--- config.mk ---
export PLATFORM = sky130hd
export DESIGN_NAME = contactless_frame_filter_cfg
export DESIGN_NICKNAME = d
export VERILOG_FILES = /design/src/shared/frame_filter_pkg.sv /design/src/hdl/frame_fifo2.sv /design/src/hdl/sync_prefix_gen.sv /design/src/hdl/contactless_frame_filter_cfg.sv
export SDC_FILE = /design/constraint.sdc
export NUM_CORES = 2
export LEC_CHECK = 0
export ABC_AREA = 1
export BUFFER_PORTS_ARGS = -buffer_cell sky130_fd_sc_hd__clkbuf_2
export CAP_MARGIN = 20
export CELL_PAD_IN_SITES_DETAIL_PLACEMENT = 1
export CELL_PAD_IN_SITES_GLOBAL_PLACEMENT = 2
export CORE_ASPECT_RATIO = 1.4
export CORE_UTILIZATION = 42
export DETAILED_ROUTE_END_ITERATION = 10
export PLACE_DENSITY_LB_ADDON = 0.1
export SYNTH_ARGS = -nofsm -noshare
export SYNTH_HDL_FRONTEND = slang
export SYNTH_SLANG_ARGS = --single-unit
--- constraint.sdc ---
create_clock -name pclk -period 3.7 [get_ports pclk]
set_input_delay 0.74 -clock pclk [delete_from_list [all_inputs] [get_ports pclk]]
set_output_delay 0.74 -clock pclk [all_outputs]
set_load 0.03 [all_outputs]
--- src/shared/frame_filter_pkg.sv ---
// Function
// - Sync code adds leading zero bytes
// - Drop frames shorter than four times minimum
// - Drop frames longer than four times maximum
// - Maximum field zero means 256 bytes
// - No minimum or maximum field length checks at 106k without sync detect
// - Wait-until-selected delays anticollision end
// - Wait-until-selected blocks active mode
// - Short slot halves 424k active slot
// - Upper three bits set decoder sensitivity
// - Two bits set decoder time constant
// - Halted card at 106k accepts only request 52h
// - Processor or state machine sets halted flag
// - RF reset clears halted flag
// - Response wait adds target delay with phase
package frame_filter_pkg;

    // -----------------------------------------------------------------
    // Register map
    // -----------------------------------------------------------------
    // Printed offsets are not all multiples of four, so they are indices.
    localparam logic [15:0] IDX_SYNC_MIN = 16'h630a;
    localparam logic [15:0] IDX_MAX_OPTS = 16'h630b;
    localparam logic [15:0] IDX_CARD_MODE = 16'h630c;
    localparam logic [15:0] IDX_RX_STATUS = 16'h630f;
    localparam logic [7:0] RST_SYNC_MIN = 8'h00;
    localparam logic [7:0] RST_MAX_OPTS = 8'h00;
    localparam logic [7:0] RST_CARD_MODE = 8'h62;

    // -----------------------------------------------------------------
    // Field positions
    // -----------------------------------------------------------------
    localparam int SYNC_LEN_HI = 7;
    localparam int SYNC_LEN_LO = 6;
    localparam int LEN_HI = 5;
    localparam int LEN_LO = 0;
    localparam int WAIT_SEL_BIT = 7;
    localparam int HALF_SLOT_BIT = 6;
    localparam int SENS_HI = 7;
    localparam int SENS_LO = 5;
    localparam int TAU_HI = 4;
    localparam int TAU_LO = 3;
    localparam int HALT_BIT = 2;
    localparam int WAIT_HI = 1;
    localparam int WAIT_LO = 0;

    // -----------------------------------------------------------------
    // Frame constants
    // -----------------------------------------------------------------
    localparam logic [9:0] LEN_UNLIMITED = 10'h100;
    localparam logic [7:0] REQ_ALLOWED = 8'h52;
    localparam logic [7:0] SYNC_BYTE_A = 8'hb2;
    localparam logic [7:0] SYNC_BYTE_B = 8'h4d;
    localparam logic [7:0] SYNC_ZERO = 8'h00;

    // Returns the byte address of a register index.
    function automatic logic [31:0] reg_addr(input logic [15:0] idx);
        reg_addr = {14'h0000, idx, 2'b00};
    endfunction : reg_addr

endpackage : frame_filter_pkg

--- src/hdl/frame_fifo2.sv ---
`timescale 1ns/1ns
module frame_fifo2 (
    input wire logic pclk,
    input wire logic presetn,
    input wire logic [7:0] in_data,
    input wire logic in_last,
    input wire logic in_valid,
    output logic in_ready,
    output logic [8:0] out_word,
    output logic out_valid,
    input wire logic out_ready
);

    typedef struct packed {
        logic [1:0][8:0] mem;
        logic rd;
        logic wr;
        logic [1:0] cnt;
    } fifo_state_t;

    fifo_state_t st;
    fifo_state_t next_st;
    logic push;
    logic pop;

    // Two-entry buffer; full and empty follow the occupancy count.
    always_comb begin
        next_st = st;
        push = in_valid && (st.cnt != 2'd2);
        pop = out_ready && (st.cnt != 2'd0);
        if (push) begin
            next_st.mem[st.wr] = {in_last, in_data};
            next_st.wr = ~st.wr;
        end
        if (pop) begin
            next_st.rd = ~st.rd;
        end
        next_st.cnt = st.cnt + {1'b0, push} - {1'b0, pop};
    end

    // State register.
    always_ff @(posedge pclk or negedge presetn) begin
        if (!presetn) begin
            st <= '0;
        end else begin
            st <= next_st;
        end
    end

    assign in_ready = (st.cnt != 2'd2);
    assign out_valid = (st.cnt != 2'd0);
    assign out_word = st.mem[st.rd];

endmodule : frame_fifo2

--- src/hdl/sync_prefix_gen.sv ---
`timescale 1ns/1ns
module sync_prefix_gen (
    input wire logic pclk,
    input wire logic presetn,
    input wire logic start,
    input wire logic [1:0] sync_prefix_length,
    input wire logic out_ready,
    output logic [7:0] out_byte,
    output logic out_valid,
    output logic busy
);

    typedef struct packed {
        logic active;
        logic [2:0] left;
    } gen_state_t;

    gen_state_t st;
    gen_state_t next_st;

    // preamble length select
    // Emits length-code zero bytes, then the two sync pattern bytes.
    always_comb begin
        next_st = st;
        if (!st.active && start) begin
            next_st.active = 1'b1;
            next_st.left = {1'b0, sync_prefix_length} + 3'd2;
        end else if (st.active && out_ready) begin
            next_st.left = st.left - 3'd1;
            if (st.left == 3'd1) begin
                next_st.active = 1'b0;
            end
        end
    end

    // State register.
    always_ff @(posedge pclk or negedge presetn) begin
        if (!presetn) begin
            st <= '0;
        end else begin
            st <= next_st;
        end
    end

    assign out_valid = st.active;
    assign busy = st.active;
    assign out_byte = (st.left == 3'd2) ? frame_filter_pkg::SYNC_BYTE_A :
                      (st.left == 3'd1) ? frame_filter_pkg::SYNC_BYTE_B : frame_filter_pkg::SYNC_ZERO;

endmodule : sync_prefix_gen

--- src/hdl/contactless_frame_filter_cfg.sv ---
// Design decision made here: the APB interface to the registers.
`timescale 1ns/1ns
module contactless_frame_filter_cfg (
    input wire logic pclk,
    input wire logic presetn,
    // APB slave.
    input wire logic psel,
    input wire logic penable,
    input wire logic pwrite,
    input wire logic [31:0] paddr,
    input wire logic [31:0] pwdata,
    output logic [31:0] prdata,
    output logic pready,
    output logic pslverr,
    // Receive side from the decoder.
    input wire logic [7:0] rx_byte,
    input wire logic rx_byte_valid,
    input wire logic rx_frame_end,
    input wire logic rate_106k,
    input wire logic rate_424k,
    input wire logic active_mode,
    input wire logic card_mode,
    input wire logic sync_detect_enable,
    // Card-mode and anticollision events.
    input wire logic rf_reset,
    input wire logic halt_entered,
    input wire logic select_done,
    input wire logic polling_done,
    input wire logic valid_cmd,
    input wire logic autocoll_busy,
    input wire logic request_seen,
    input wire logic [7:0] request_code,
    input wire logic [6:0] transmit_bit_phase,
    // Transmit preamble.
    input wire logic tx_start,
    input wire logic tx_ready,
    output logic [7:0] tx_byte,
    output logic tx_valid,
    // Accepted frame data.
    output logic [7:0] rx_data,
    output logic rx_last,
    output logic rx_valid,
    input wire logic rx_ready,
    output logic rx_done,
    // Settings to the analog and mode logic.
    output logic [2:0] pause_decoder_sensitivity,
    output logic [1:0] pause_decoder_time_constant,
    output logic [8:0] response_delay,
    output logic half_slot_select,
    output logic active_allowed,
    output logic autocoll_end,
    output logic request_accept,
    output logic rx_stall
);

    // -----------------------------------------------------------------
    // State
    // -----------------------------------------------------------------
    typedef enum logic [2:0] {
        RX_IDLE = 3'b001,
        RX_FILL = 3'b010,
        RX_DRAIN = 3'b100
    } rx_phase_t;

    typedef struct packed {
        logic [7:0] sync_min;
        logic [7:0] max_opts;
        logic [7:0] card_mode;
        logic [31:0] prdata;
        logic pready;
        logic pslverr;
        rx_phase_t phase;
        logic [9:0] count;
        logic [1:0] outcome;
        logic selected;
        logic [7:0] tx_byte;
        logic tx_valid;
        logic [7:0] rx_data;
        logic rx_last;
        logic rx_valid;
        logic rx_done;
        logic [8:0] delay;
        logic autocoll_end;
        logic request_accept;
        logic rx_stall;
    } top_state_t;

    top_state_t st;
    top_state_t next_st;

    // Frame store: one frame up to the unlimited length.
    logic [7:0] store [0:255];
    logic [7:0] rd_ptr;
    logic [7:0] next_rd_ptr;

    logic [9:0] min_len;
    logic [9:0] max_len;
    logic checks_on;
    logic frame_ok;
    logic [7:0] fifo_in;
    logic fifo_in_last;
    logic fifo_in_valid;
    logic fifo_in_ready;
    logic [8:0] fifo_word;
    logic fifo_valid;
    logic [7:0] gen_byte;
    logic gen_valid;
    logic bus_access;
    logic [15:0] word_idx;

    // Scales a six-bit length field by four bytes.
    function automatic logic [9:0] times_four(input logic [5:0] field);
        times_four = {2'b00, field, 2'b00};
    endfunction : times_four

    // -----------------------------------------------------------------
    // Length limits
    // -----------------------------------------------------------------
    // minimum length bound
    assign min_len = times_four(st.sync_min[frame_filter_pkg::LEN_HI:frame_filter_pkg::LEN_LO]);
    assign max_len = (st.max_opts[frame_filter_pkg::LEN_HI:frame_filter_pkg::LEN_LO] == 6'h00)
        ? frame_filter_pkg::LEN_UNLIMITED
        : times_four(st.max_opts[frame_filter_pkg::LEN_HI:frame_filter_pkg::LEN_LO]);
    assign checks_on = !(rate_106k && !sync_detect_enable);
    assign frame_ok = !checks_on || ((st.count >= min_len) && (st.count <= max_len));
    assign bus_access = psel && penable && !st.pready;
    assign word_idx = paddr[17:2];

    // -----------------------------------------------------------------
    // Next-state logic
    // -----------------------------------------------------------------
    // Registers, frame qualification, card-mode flags and outputs.
    always_comb begin
        next_st = st;
        next_rd_ptr = rd_ptr;
        next_st.pready = 1'b0;
        next_st.pslverr = 1'b0;
        next_st.rx_done = 1'b0;
        next_st.autocoll_end = 1'b0;
        next_st.request_accept = 1'b0;
        fifo_in = store[rd_ptr];
        fifo_in_last = 1'b0;
        fifo_in_valid = 1'b0;
        // APB access answered one cycle into the access phase.
        if (bus_access) begin
            next_st.pready = 1'b1;
            next_st.prdata = 32'h0000_0000;
            if (paddr[1:0] != 2'b00 || paddr[31:18] != 14'h0000) begin
                next_st.pslverr = 1'b1;
            end else begin
                unique case (word_idx)
                    frame_filter_pkg::IDX_SYNC_MIN: begin
                        next_st.prdata[7:0] = st.sync_min;
                        if (pwrite) next_st.sync_min = pwdata[7:0];
                    end
                    frame_filter_pkg::IDX_MAX_OPTS: begin
                        next_st.prdata[7:0] = st.max_opts;
                        if (pwrite) next_st.max_opts = pwdata[7:0];
                    end
                    frame_filter_pkg::IDX_CARD_MODE: begin
                        next_st.prdata[7:0] = st.card_mode;
                        if (pwrite) next_st.card_mode = pwdata[7:0];
                    end
                    frame_filter_pkg::IDX_RX_STATUS: begin
                        next_st.prdata[9:0] = st.count;
                        next_st.prdata[11:10] = st.outcome;
                        next_st.prdata[12] = st.selected;
                    end
                    default: begin
                        next_st.pslverr = 1'b1;
                    end
                endcase
            end
        end
        if (halt_entered) begin
            next_st.card_mode[frame_filter_pkg::HALT_BIT] = 1'b1;
        end
        if (rf_reset && !halt_entered) begin
            next_st.card_mode[frame_filter_pkg::HALT_BIT] = 1'b0;
        end
        if (request_seen) begin
            next_st.request_accept = !(card_mode && rate_106k && st.card_mode[frame_filter_pkg::HALT_BIT])
                || (request_code == frame_filter_pkg::REQ_ALLOWED);
        end
        if (!autocoll_busy) begin
            next_st.selected = 1'b0;
        end else if (select_done || polling_done) begin
            next_st.selected = 1'b1;
        end
        if (autocoll_busy && valid_cmd) begin
            next_st.autocoll_end = !st.max_opts[frame_filter_pkg::WAIT_SEL_BIT] || st.selected;
        end
        next_st.delay = {st.card_mode[frame_filter_pkg::WAIT_HI:frame_filter_pkg::WAIT_LO], transmit_bit_phase};
        // Frame capture, length check, then replay through the buffer.
        unique case (st.phase)
            RX_IDLE: begin
                next_st.rx_stall = 1'b0;
                if (rx_byte_valid) begin
                    next_st.phase = RX_FILL;
                    next_st.count = 10'h001;
                end
            end
            RX_FILL: begin
                if (rx_byte_valid && st.count < frame_filter_pkg::LEN_UNLIMITED + 10'h001) begin
                    next_st.count = st.count + 10'h001;
                end
                if (rx_frame_end) begin
                    if (frame_ok && st.count != 10'h000 && st.count <= frame_filter_pkg::LEN_UNLIMITED) begin
                        next_st.phase = RX_DRAIN;
                        next_st.outcome = 2'b01;
                        next_st.rx_stall = 1'b1;
                        next_rd_ptr = 8'h00;
                    end else begin
                        next_st.phase = RX_IDLE;
                        next_st.outcome = 2'b10;
                    end
                end
            end
            RX_DRAIN: begin
                fifo_in_valid = 1'b1;
                fifo_in_last = ({2'b00, rd_ptr} == st.count - 10'h001);
                if (fifo_in_ready) begin
                    next_rd_ptr = rd_ptr + 8'h01;
                    if (fifo_in_last) begin
                        next_st.phase = RX_IDLE;
                        next_st.rx_done = 1'b1;
                    end
                end
            end
            default: begin
                next_st.phase = RX_IDLE;
            end
        endcase
        // Output staging from the buffer and the preamble generator.
        if (!st.rx_valid || rx_ready) begin
            next_st.rx_valid = fifo_valid;
            next_st.rx_data = fifo_word[7:0];
            next_st.rx_last = fifo_word[8];
        end
        if (!st.tx_valid || tx_ready) begin
            next_st.tx_valid = gen_valid;
            next_st.tx_byte = gen_byte;
        end
    end

    // -----------------------------------------------------------------
    // Registers
    // -----------------------------------------------------------------
    // State register with reset values.
    always_ff @(posedge pclk or negedge presetn) begin
        if (!presetn) begin
            st <= '0;
            st.sync_min <= frame_filter_pkg::RST_SYNC_MIN;
            st.max_opts <= frame_filter_pkg::RST_MAX_OPTS;
            st.card_mode <= frame_filter_pkg::RST_CARD_MODE;
            st.phase <= RX_IDLE;
            rd_ptr <= 8'h00;
        end else begin
            st <= next_st;
            rd_ptr <= next_rd_ptr;
        end
    end

    // Frame store write, no reset needed for data.
    always_ff @(posedge pclk) begin
        if (rx_byte_valid && (st.phase == RX_IDLE || (st.phase == RX_FILL && st.count < 10'h100))) begin
            store[(st.phase == RX_IDLE) ? 8'h00 : st.count[7:0]] <= rx_byte;
        end
    end

    // -----------------------------------------------------------------
    // Submodules
    // -----------------------------------------------------------------
    frame_fifo2 u_fifo (
        .pclk(pclk),
        .presetn(presetn),
        .in_data(fifo_in),
        .in_last(fifo_in_last),
        .in_valid(fifo_in_valid),
        .in_ready(fifo_in_ready),
        .out_word(fifo_word),
        .out_valid(fifo_valid),
        .out_ready(!st.rx_valid || rx_ready)
    );

    sync_prefix_gen u_sync (
        .pclk(pclk),
        .presetn(presetn),
        .start(tx_start),
        .sync_prefix_length(st.sync_min[frame_filter_pkg::SYNC_LEN_HI:frame_filter_pkg::SYNC_LEN_LO]),
        .out_ready(!st.tx_valid || tx_ready),
        .out_byte(gen_byte),
        .out_valid(gen_valid),
        .busy()
    );

    // Outputs straight from flip-flops, active_allowed through one inverter.
    assign prdata = st.prdata;
    assign pready = st.pready;
    assign pslverr = st.pslverr;
    assign tx_byte = st.tx_byte;
    assign tx_valid = st.tx_valid;
    assign rx_data = st.rx_data;
    assign rx_last = st.rx_last;
    assign rx_valid = st.rx_valid;
    assign rx_done = st.rx_done;
    assign pause_decoder_sensitivity = st.card_mode[frame_filter_pkg::SENS_HI:frame_filter_pkg::SENS_LO];
    assign pause_decoder_time_constant = st.card_mode[frame_filter_pkg::TAU_HI:frame_filter_pkg::TAU_LO];
    assign response_delay = st.delay;
    assign half_slot_select = st.max_opts[frame_filter_pkg::HALF_SLOT_BIT];
    assign active_allowed = !st.max_opts[frame_filter_pkg::WAIT_SEL_BIT];
    assign autocoll_end = st.autocoll_end;
    assign request_accept = st.request_accept;
    assign rx_stall = st.rx_stall;
endmodule : contactless_frame_filter_cfg

=== Yosys cells after proc, flatten, opt, wreduce, memory -nomap -nowiden ===
Memories as Yosys holds them, arrays and structs flattened.
Index checks and enable logic that the tools add are counted.

* Add/sub/neg operators: 7
* Eq/ne operators: 20
* Reduce and logical (&&, ||, !) cells: 57
* Bitwise logic cells: 3
* Muxes and demuxes: 50
* Order comparisons: 8

{| class="wikitable"
|+ Operators by type and width
! kind !! count
|-
| $eq A16 B15 Y1 const B || 4
|-
| $mux W8 || 5
|-
| $mux W37 || 1
|-
| $mux W9 || 4
|-
| $pmux W8 S4 || 1
|-
| $mux W13 || 2
|-
| $reduce_and A4 Y1 || 6
|-
| $mux W3 || 7
|-
| $lt A10 B9 Y1 const B || 2
|-
| $pmux W10 S2 || 1
|-
| $bwmux W18 || 1
|-
| $logic_and A1 B1 Y1 || 18
|-
| $mux W1 || 18
|-
| $pmux W8 S2 || 1
|-
| $ne A2 B2 Y1 const B || 7
|-
| $reduce_bool A14 Y1 || 1
|-
| $reduce_bool A2 Y1 || 6
|-
| $add A10 B1 Y10 const B || 1
|-
| $eq A8 B10 Y1 || 1
|-
| $ge A10 B8 Y1 || 1
|-
| $le A10 B9 Y1 || 1
|-
| $le A10 B9 Y1 const B || 1
|-
| $mux W10 || 1
|-
| $reduce_bool A10 Y1 || 1
|-
| other kinds (29) || 53
|}

* RAM bits: 2,048
* Memories kept: 1
* Flip-flop bits (word level): 121
* Output and inout port bits: 73

{| class="wikitable"
|+ Memory list
! name !! depth !! width !! read ports !! clocked after Yosys merged registers in !! write ports !! line !! source
|-
| store || 256 || 8 || 1 || 0 || 1 || contactless_frame_filter_cfg.sv:92 || <nowiki>logic [7:0] store [0:255];</nowiki>
|}

=== Longest topological paths before layout ===
* Word-level depth: 10
* Gate-level depth with buffers: 17
* Depth with buffers taken out: 15

=== By module ===
A second synthesis with hierarchy kept.

* Cell total of the unflattened synthesis: 8,601
* Area total of the unflattened synthesis: 92,326.0 um^2

{| class="wikitable"
|+ Modules (own cells, without submodules)
! module !! times used !! cells each !! area each (um^2) !! sequential area each (um^2)
|-
| contactless_frame_filter_cfg || 1 || 8,415 || 90,877.2 || 63,881.3
|-
| frame_fifo2 || 1 || 136 || 1,106.1 || 550.5
|-
| sync_prefix_gen || 1 || 50 || 342.8 || 100.1
|}

=== Worst setup path after synthesis ===
No wires, ideal clock.

* Path kind: flip-flop to flip-flop
* Start: register st[45] in the netlist's numbering
* End: memory store[44][0] (enable)
* Period minus slack after synthesis: 2.684 ns
* Stages on the path, launching flop included: 9
* Data required time: 3.305 ns
* Path slack: 1.016 ns
* Path buffers: 0
* Data arrival time: 2.290 ns
* Cells stage by stage: dfstp_2 nand3_2 inv_1 a21oi_1 nor2_1 inv_1 nor2_1 nand3_1 nor4_1

* Longest elaborated chain between the ends: 6

{| class="wikitable"
|+ RTL lines
! element !! line !! source
|-
| start: declaration || contactless_frame_filter_cfg.sv:88 || <nowiki>top_state_t st;</nowiki>
|-
| start signal: assignment || contactless_frame_filter_cfg.sv:259 || <nowiki>st <= next_st;</nowiki>
|-
| $eq A3 B2 Y1 || contactless_frame_filter_cfg.sv:266 || <nowiki>if (rx_byte_valid && (st.phase == RX_IDLE || (st.phase == RX_FILL && st.count < 10'h100))) begin</nowiki>
|-
| $logic_and A1 B1 Y1 || contactless_frame_filter_cfg.sv:266 ||
|-
| $logic_or A1 B1 Y1 || contactless_frame_filter_cfg.sv:266 ||
|-
| $logic_and A1 B1 Y1 || contactless_frame_filter_cfg.sv:266 ||
|-
| $mux W1 || contactless_frame_filter_cfg.sv:266 ||
|-
| $mux W1 || contactless_frame_filter_cfg.sv:267 || <nowiki>store[(st.phase == RX_IDLE) ? 8'h00 : st.count[7:0]] <= rx_byte;</nowiki>
|-
| end: declaration || contactless_frame_filter_cfg.sv:92 ||
|}

Parallel ways exist; a longest one is shown, timed or not.

=== Worst setup path in the final report ===
* Start: register rd_ptr[0]
* End: register u_fifo.st[6] in the netlist's numbering

* Longest elaborated chain between the ends: 2

{| class="wikitable"
|+ RTL lines
! element !! line !! source
|-
| start: declaration || contactless_frame_filter_cfg.sv:93 || <nowiki>logic [7:0] rd_ptr;</nowiki>
|-
| start signal: assignment || contactless_frame_filter_cfg.sv:260 || <nowiki>rd_ptr <= next_rd_ptr;</nowiki>
|-
| $mem_v2 Z256 W8 || - ||
|-
| $bwmux W18 || frame_fifo2.sv:32 || <nowiki>next_st.mem[st.wr] = {in_last, in_data};</nowiki>
|-
| end signal: assignment || frame_fifo2.sv:46 || <nowiki>st <= next_st;</nowiki>
|-
| end: declaration || frame_fifo2.sv:21 || <nowiki>fifo_state_t st;</nowiki>
|}

No other way between the ends.
A chain may end at the register's enable or synchronous reset.

==> flow_metrics.tcl <==
set metrics [dict create \
    hold_viol_final 0 \
    ys_ff_latch 2163 \
    p_leak_nw 41.67 \
    clk_path_buf_depth 4 \
    grt_overflow 0 \
    rsz0062_at_grt "false" \
    synth_edf_count 2048 \
    fin_crit_sh_pct 90.91 \
    start_util_pct 42.40 \
    slew_headroom_pct 25.31 \
    avgSynthCellArea_um2 10.65 \
    dr.pass1.iters 7 \
    fp.dieH_um 561.3 \
    skew_ns 0.04178 \
    cts_root_buffer "clkbuf_16" \
    wirelength_mm 288.7 \
    worstPathCellList "buf_12, or2_2, nand3_1, nand2_1, nand2_1, nand3_1, nand3_1, nand3_1, nand3_1, nand3_1, nand3_1, nand2_1" \
    track_usage_pct 25.52 \
    worstHoldStart "halt_entered" \
    viasPerCell 5.267 \
    tns_ns 0 \
    hold_depth 3 \
    place.gp.congestion 0.8297 \
    setup_viol 0 \
    drv_slew 0 \
    synthesis.instances 8810 \
    postCtsSetupBuffers 0 \
    ant_nets 0 \
    die_width_um 401.5 \
    synthArstFlopShare_pct 5.317 \
    synth_ff_type "edfxtp_1" \
    cpPeakStageDelay_ns 0.77 \
    crit_type "reg2reg" \
    startpoint_type "register" \
    grt_pass1_wl_mm 430.6 \
    yosysWarningCount 0 \
    cts_inserted_buffers 219 \
    crit_path_frequent_cell "nand3_1" \
    portBuffers 136 \
    power.total_w 0.06335 \
    via_count 63394 \
    r2r-start "rd_ptr[0]" \
    final_cells 12036 \
    min_to "st[84]" \
    yosysSeqAreaShare_pct 68.61 \
    insertion_delay_ns 0.87 \
    fmax_mhz 297.3 \
    drc 0 \
    ff2ff_setup_slack_ns 0.34 \
    maxCapViolCount 0 \
    critPathCaptureType "register" \
    arrival_ns 4.14 \
    hpwl_mm 178.3 \
    timing.rr.end "u_fifo.st[6]" \
    first_iter_violations 3700 \
    die-area_mm2 0.2253 \
    period_minus_slack_ns 3.364 \
    post_drt_wl_per_cell_um 23.99 \
    crit_required_ns 4.48 \
    worstMarginPinSlew_ns 1.113 \
    fillCellCount 23641 \
    antenna_found_initial 12 \
    syn-cell-area_mm2 0.09383 \
    cp_max_fo 126 \
    outcome "completed" \
    syn_to_final_growth_pct 13.30 \
    fin_nets 9112 \
    rows 204 \
    p_per_area_mw_per_mm2 595.9 \
    clk_pin_slew_ns 0.07 \
    core-area_mm2 0.2213 \
    ir_worst_vdd_v 0.0004067 \
    r2r_cells 12 \
    hold_class "in2reg" \
    cts-resized-gates 0 \
    cts.sinks 2163 \
    grt_start_max_net_pins 196 \
    cts_max_level 4 \
    drive_gt1_share_pct 11.46 \
    pin_count 182 \
    cts_tree "yes" \
    cpMaxStageDelayCell "dfrtp_4" \
    dp.cells 11637 \
    grt_pass1_vias 66694 \
    synthDistinctLibCells 47 \
]
[state kept, by name (all words and copies together), names as in the netlist, 2 cells and up]
name,count
pause_decoder_sensitivity,3
store,2048
response_delay,9
u_fifo.st,22
pause_decoder_time_constant,2
rd_ptr,8
st,26
min_len,6
next_st,2
tx_byte,2
u_sync.st,3
rx_data,8
prdata,13
[cell usage in the layout (no fill, tap or decap), types with 9 or more instances in the layout]
| cell | Yosys | final |
|---|---|---|
| inv_1 | 723 | 721 |
| ha_1 | 21 | 21 |
| nand2_2 | 0 | 14 |
| clkbuf_2 | 2 | 127 |
| conb_1 | 1 | 19 |
| nor3_1 | 10 | 10 |
| buf_12 | 0 | 84 |
| clkinv_1 | 7 | 44 |
| nor2_1 | 766 | 766 |
| clkbuf_16 | 0 | 225 |
| nand2_1 | 2946 | 2932 |
| xor2_1 | 11 | 11 |
| clkinv_2 | 0 | 26 |
| o211ai_1 | 193 | 193 |
| o22ai_1 | 16 | 16 |
| o211ai_2 | 89 | 89 |
| nand3_1 | 773 | 772 |
| buf_4 | 100 | 268 |
| clkbuf_1 | 187 | 45 |
| a21oi_1 | 38 | 38 |
| o21ai_0 | 301 | 301 |
| o21ai_1 | 11 | 11 |
| edfxtp_1 | 2048 | 2048 |
| nand4_1 | 13 | 13 |
| bufinv_16 | 0 | 22 |
| dfrtp_1 | 111 | 105 |
| or2_2 | 121 | 121 |
| clkbuf_8 | 0 | 9 |
[power breakdown]
group,internal [W],switching [W]
sequential,0.0271,0.000261
clock,0.0128,0.00951
combinational,0.00417,0.00956
total,0.0440,0.0193
[routing by layer]
layer / share of wire [%] / track usage [%]
met4: 2.7 / 7.189
met1: 43 / 32.66
met5: 0.0087 / 0
met3: 3.4 / 2.526
met2: 51 / 45.75
[stage by stage]
step	setup slack, ns	util, %	area [µm²]	hold slack, ns
after floorplan	1.016	-	93900	0.3741
after global placement	0.3145	44.82	99180	0.4103
after detailed placement	0.2673	44.82	99180	0.3988
after CTS	0.3080	48.03	106300	0.02491
after global routing	0.1961	48.04	106300	0.05770
final	0.3362	48.04	106300	0.07753
[cell type report]
type / count / area (µm²) / share of cell area (%)
Antenna cell: 5 / 12.51 / 0.01177
Clock buffer: 280 / 5931 / 5.579
Clock inverter: 106 / 1112 / 1.046
Inverter: 735 / 2793 / 2.627
Multi-Input combinational cell: 5368 / 23920 / 22.50
Sequential cell: 2163 / 64400 / 60.58
Tap cell: 2884 / 3608 / 3.394
Timing Repair Buffer: 495 / 4529 / 4.260
[worst max-delay path, delay by kind of cell, from the launching register on]
family	cells	cell delay (ns)
simple gates	11	1.88
flops	1	0.77
buf+inv	1	0.44
[synthesized netlist by cell type (2+ instances only)]
| cell | n | area (µm²) |
|---|---|---|
| nand2_1 | 2946 | 11060 |
| edfxtp_1 | 2048 | 61500 |
| nand3_1 | 773 | 3869 |
| nor2_1 | 766 | 2875 |
| inv_1 | 723 | 2714 |
| o21ai_0 | 301 | 1506 |
| buf_2 | 210 | 1051 |
| o211ai_1 | 193 | 1449 |
| clkbuf_1 | 187 | 701.9 |
| or2_2 | 121 | 757.0 |
| dfrtp_1 | 111 | 2778 |
| buf_4 | 100 | 750.7 |
| o211ai_2 | 89 | 1114 |
| buf_1 | 48 | 180.2 |
| a21oi_1 | 38 | 190.2 |
| ha_1 | 21 | 262.8 |
| o22ai_1 | 16 | 100.1 |
| nand4_1 | 13 | 81.33 |
| buf_6 | 11 | 123.9 |
| o21ai_1 | 11 | 55.05 |
| xor2_1 | 11 | 96.34 |
| nor3_1 | 10 | 50.05 |
| xnor2_1 | 8 | 70.07 |
| clkinv_1 | 7 | 26.28 |
| nor4_1 | 7 | 43.79 |
| nor3_2 | 5 | 50.05 |
| buf_8 | 4 | 60.06 |
| dfstp_2 | 4 | 105.1 |
| inv_2 | 4 | 15.01 |
| nor2_2 | 3 | 18.77 |
| and3_1 | 2 | 12.51 |
| clkbuf_2 | 2 | 10.01 |
| nand3_2 | 2 | 20.02 |
| nor4_2 | 2 | 25.02 |
[timing repair]
item | in CTS | in global routing
hold buffers | 8 | 0
endpoints found under the setup margin | 0 | 0
hold endpoints to repair | 71 | 0
[worst max path at each step]
| stage | end | cells after the start | startpoint |
|---|---|---|---|
| 2_1_floorplan | store[44][0] | 8 | st[45] |
| 3_3_place_gp | store[48][3] | 7 | rx_byte_valid |
| 3_5_place_dp | store[48][5] | 7 | rx_byte_valid |
| 4_1_cts | store[73][1] | 5 | st[38] |
| 5_1_grt | u_fifo.st[5] | 14 | rd_ptr[0] |
| 6_report | u_fifo.st[6] | 12 | rd_ptr[0] |
[kinds of logic after synthesis]
logic type	after synthesis	synth area share, %
adders and majority gates	21	0.2800
DFF	2163	68.61
AOI/OAI and AO/OA	653	4.746
other	1	0.003997
xor gates and xnor gates	19	0.1774
and+or+nand+nor	4656	20.17
buffers and inverters	1297	6.010
Power figures use the tool's default switching activity.
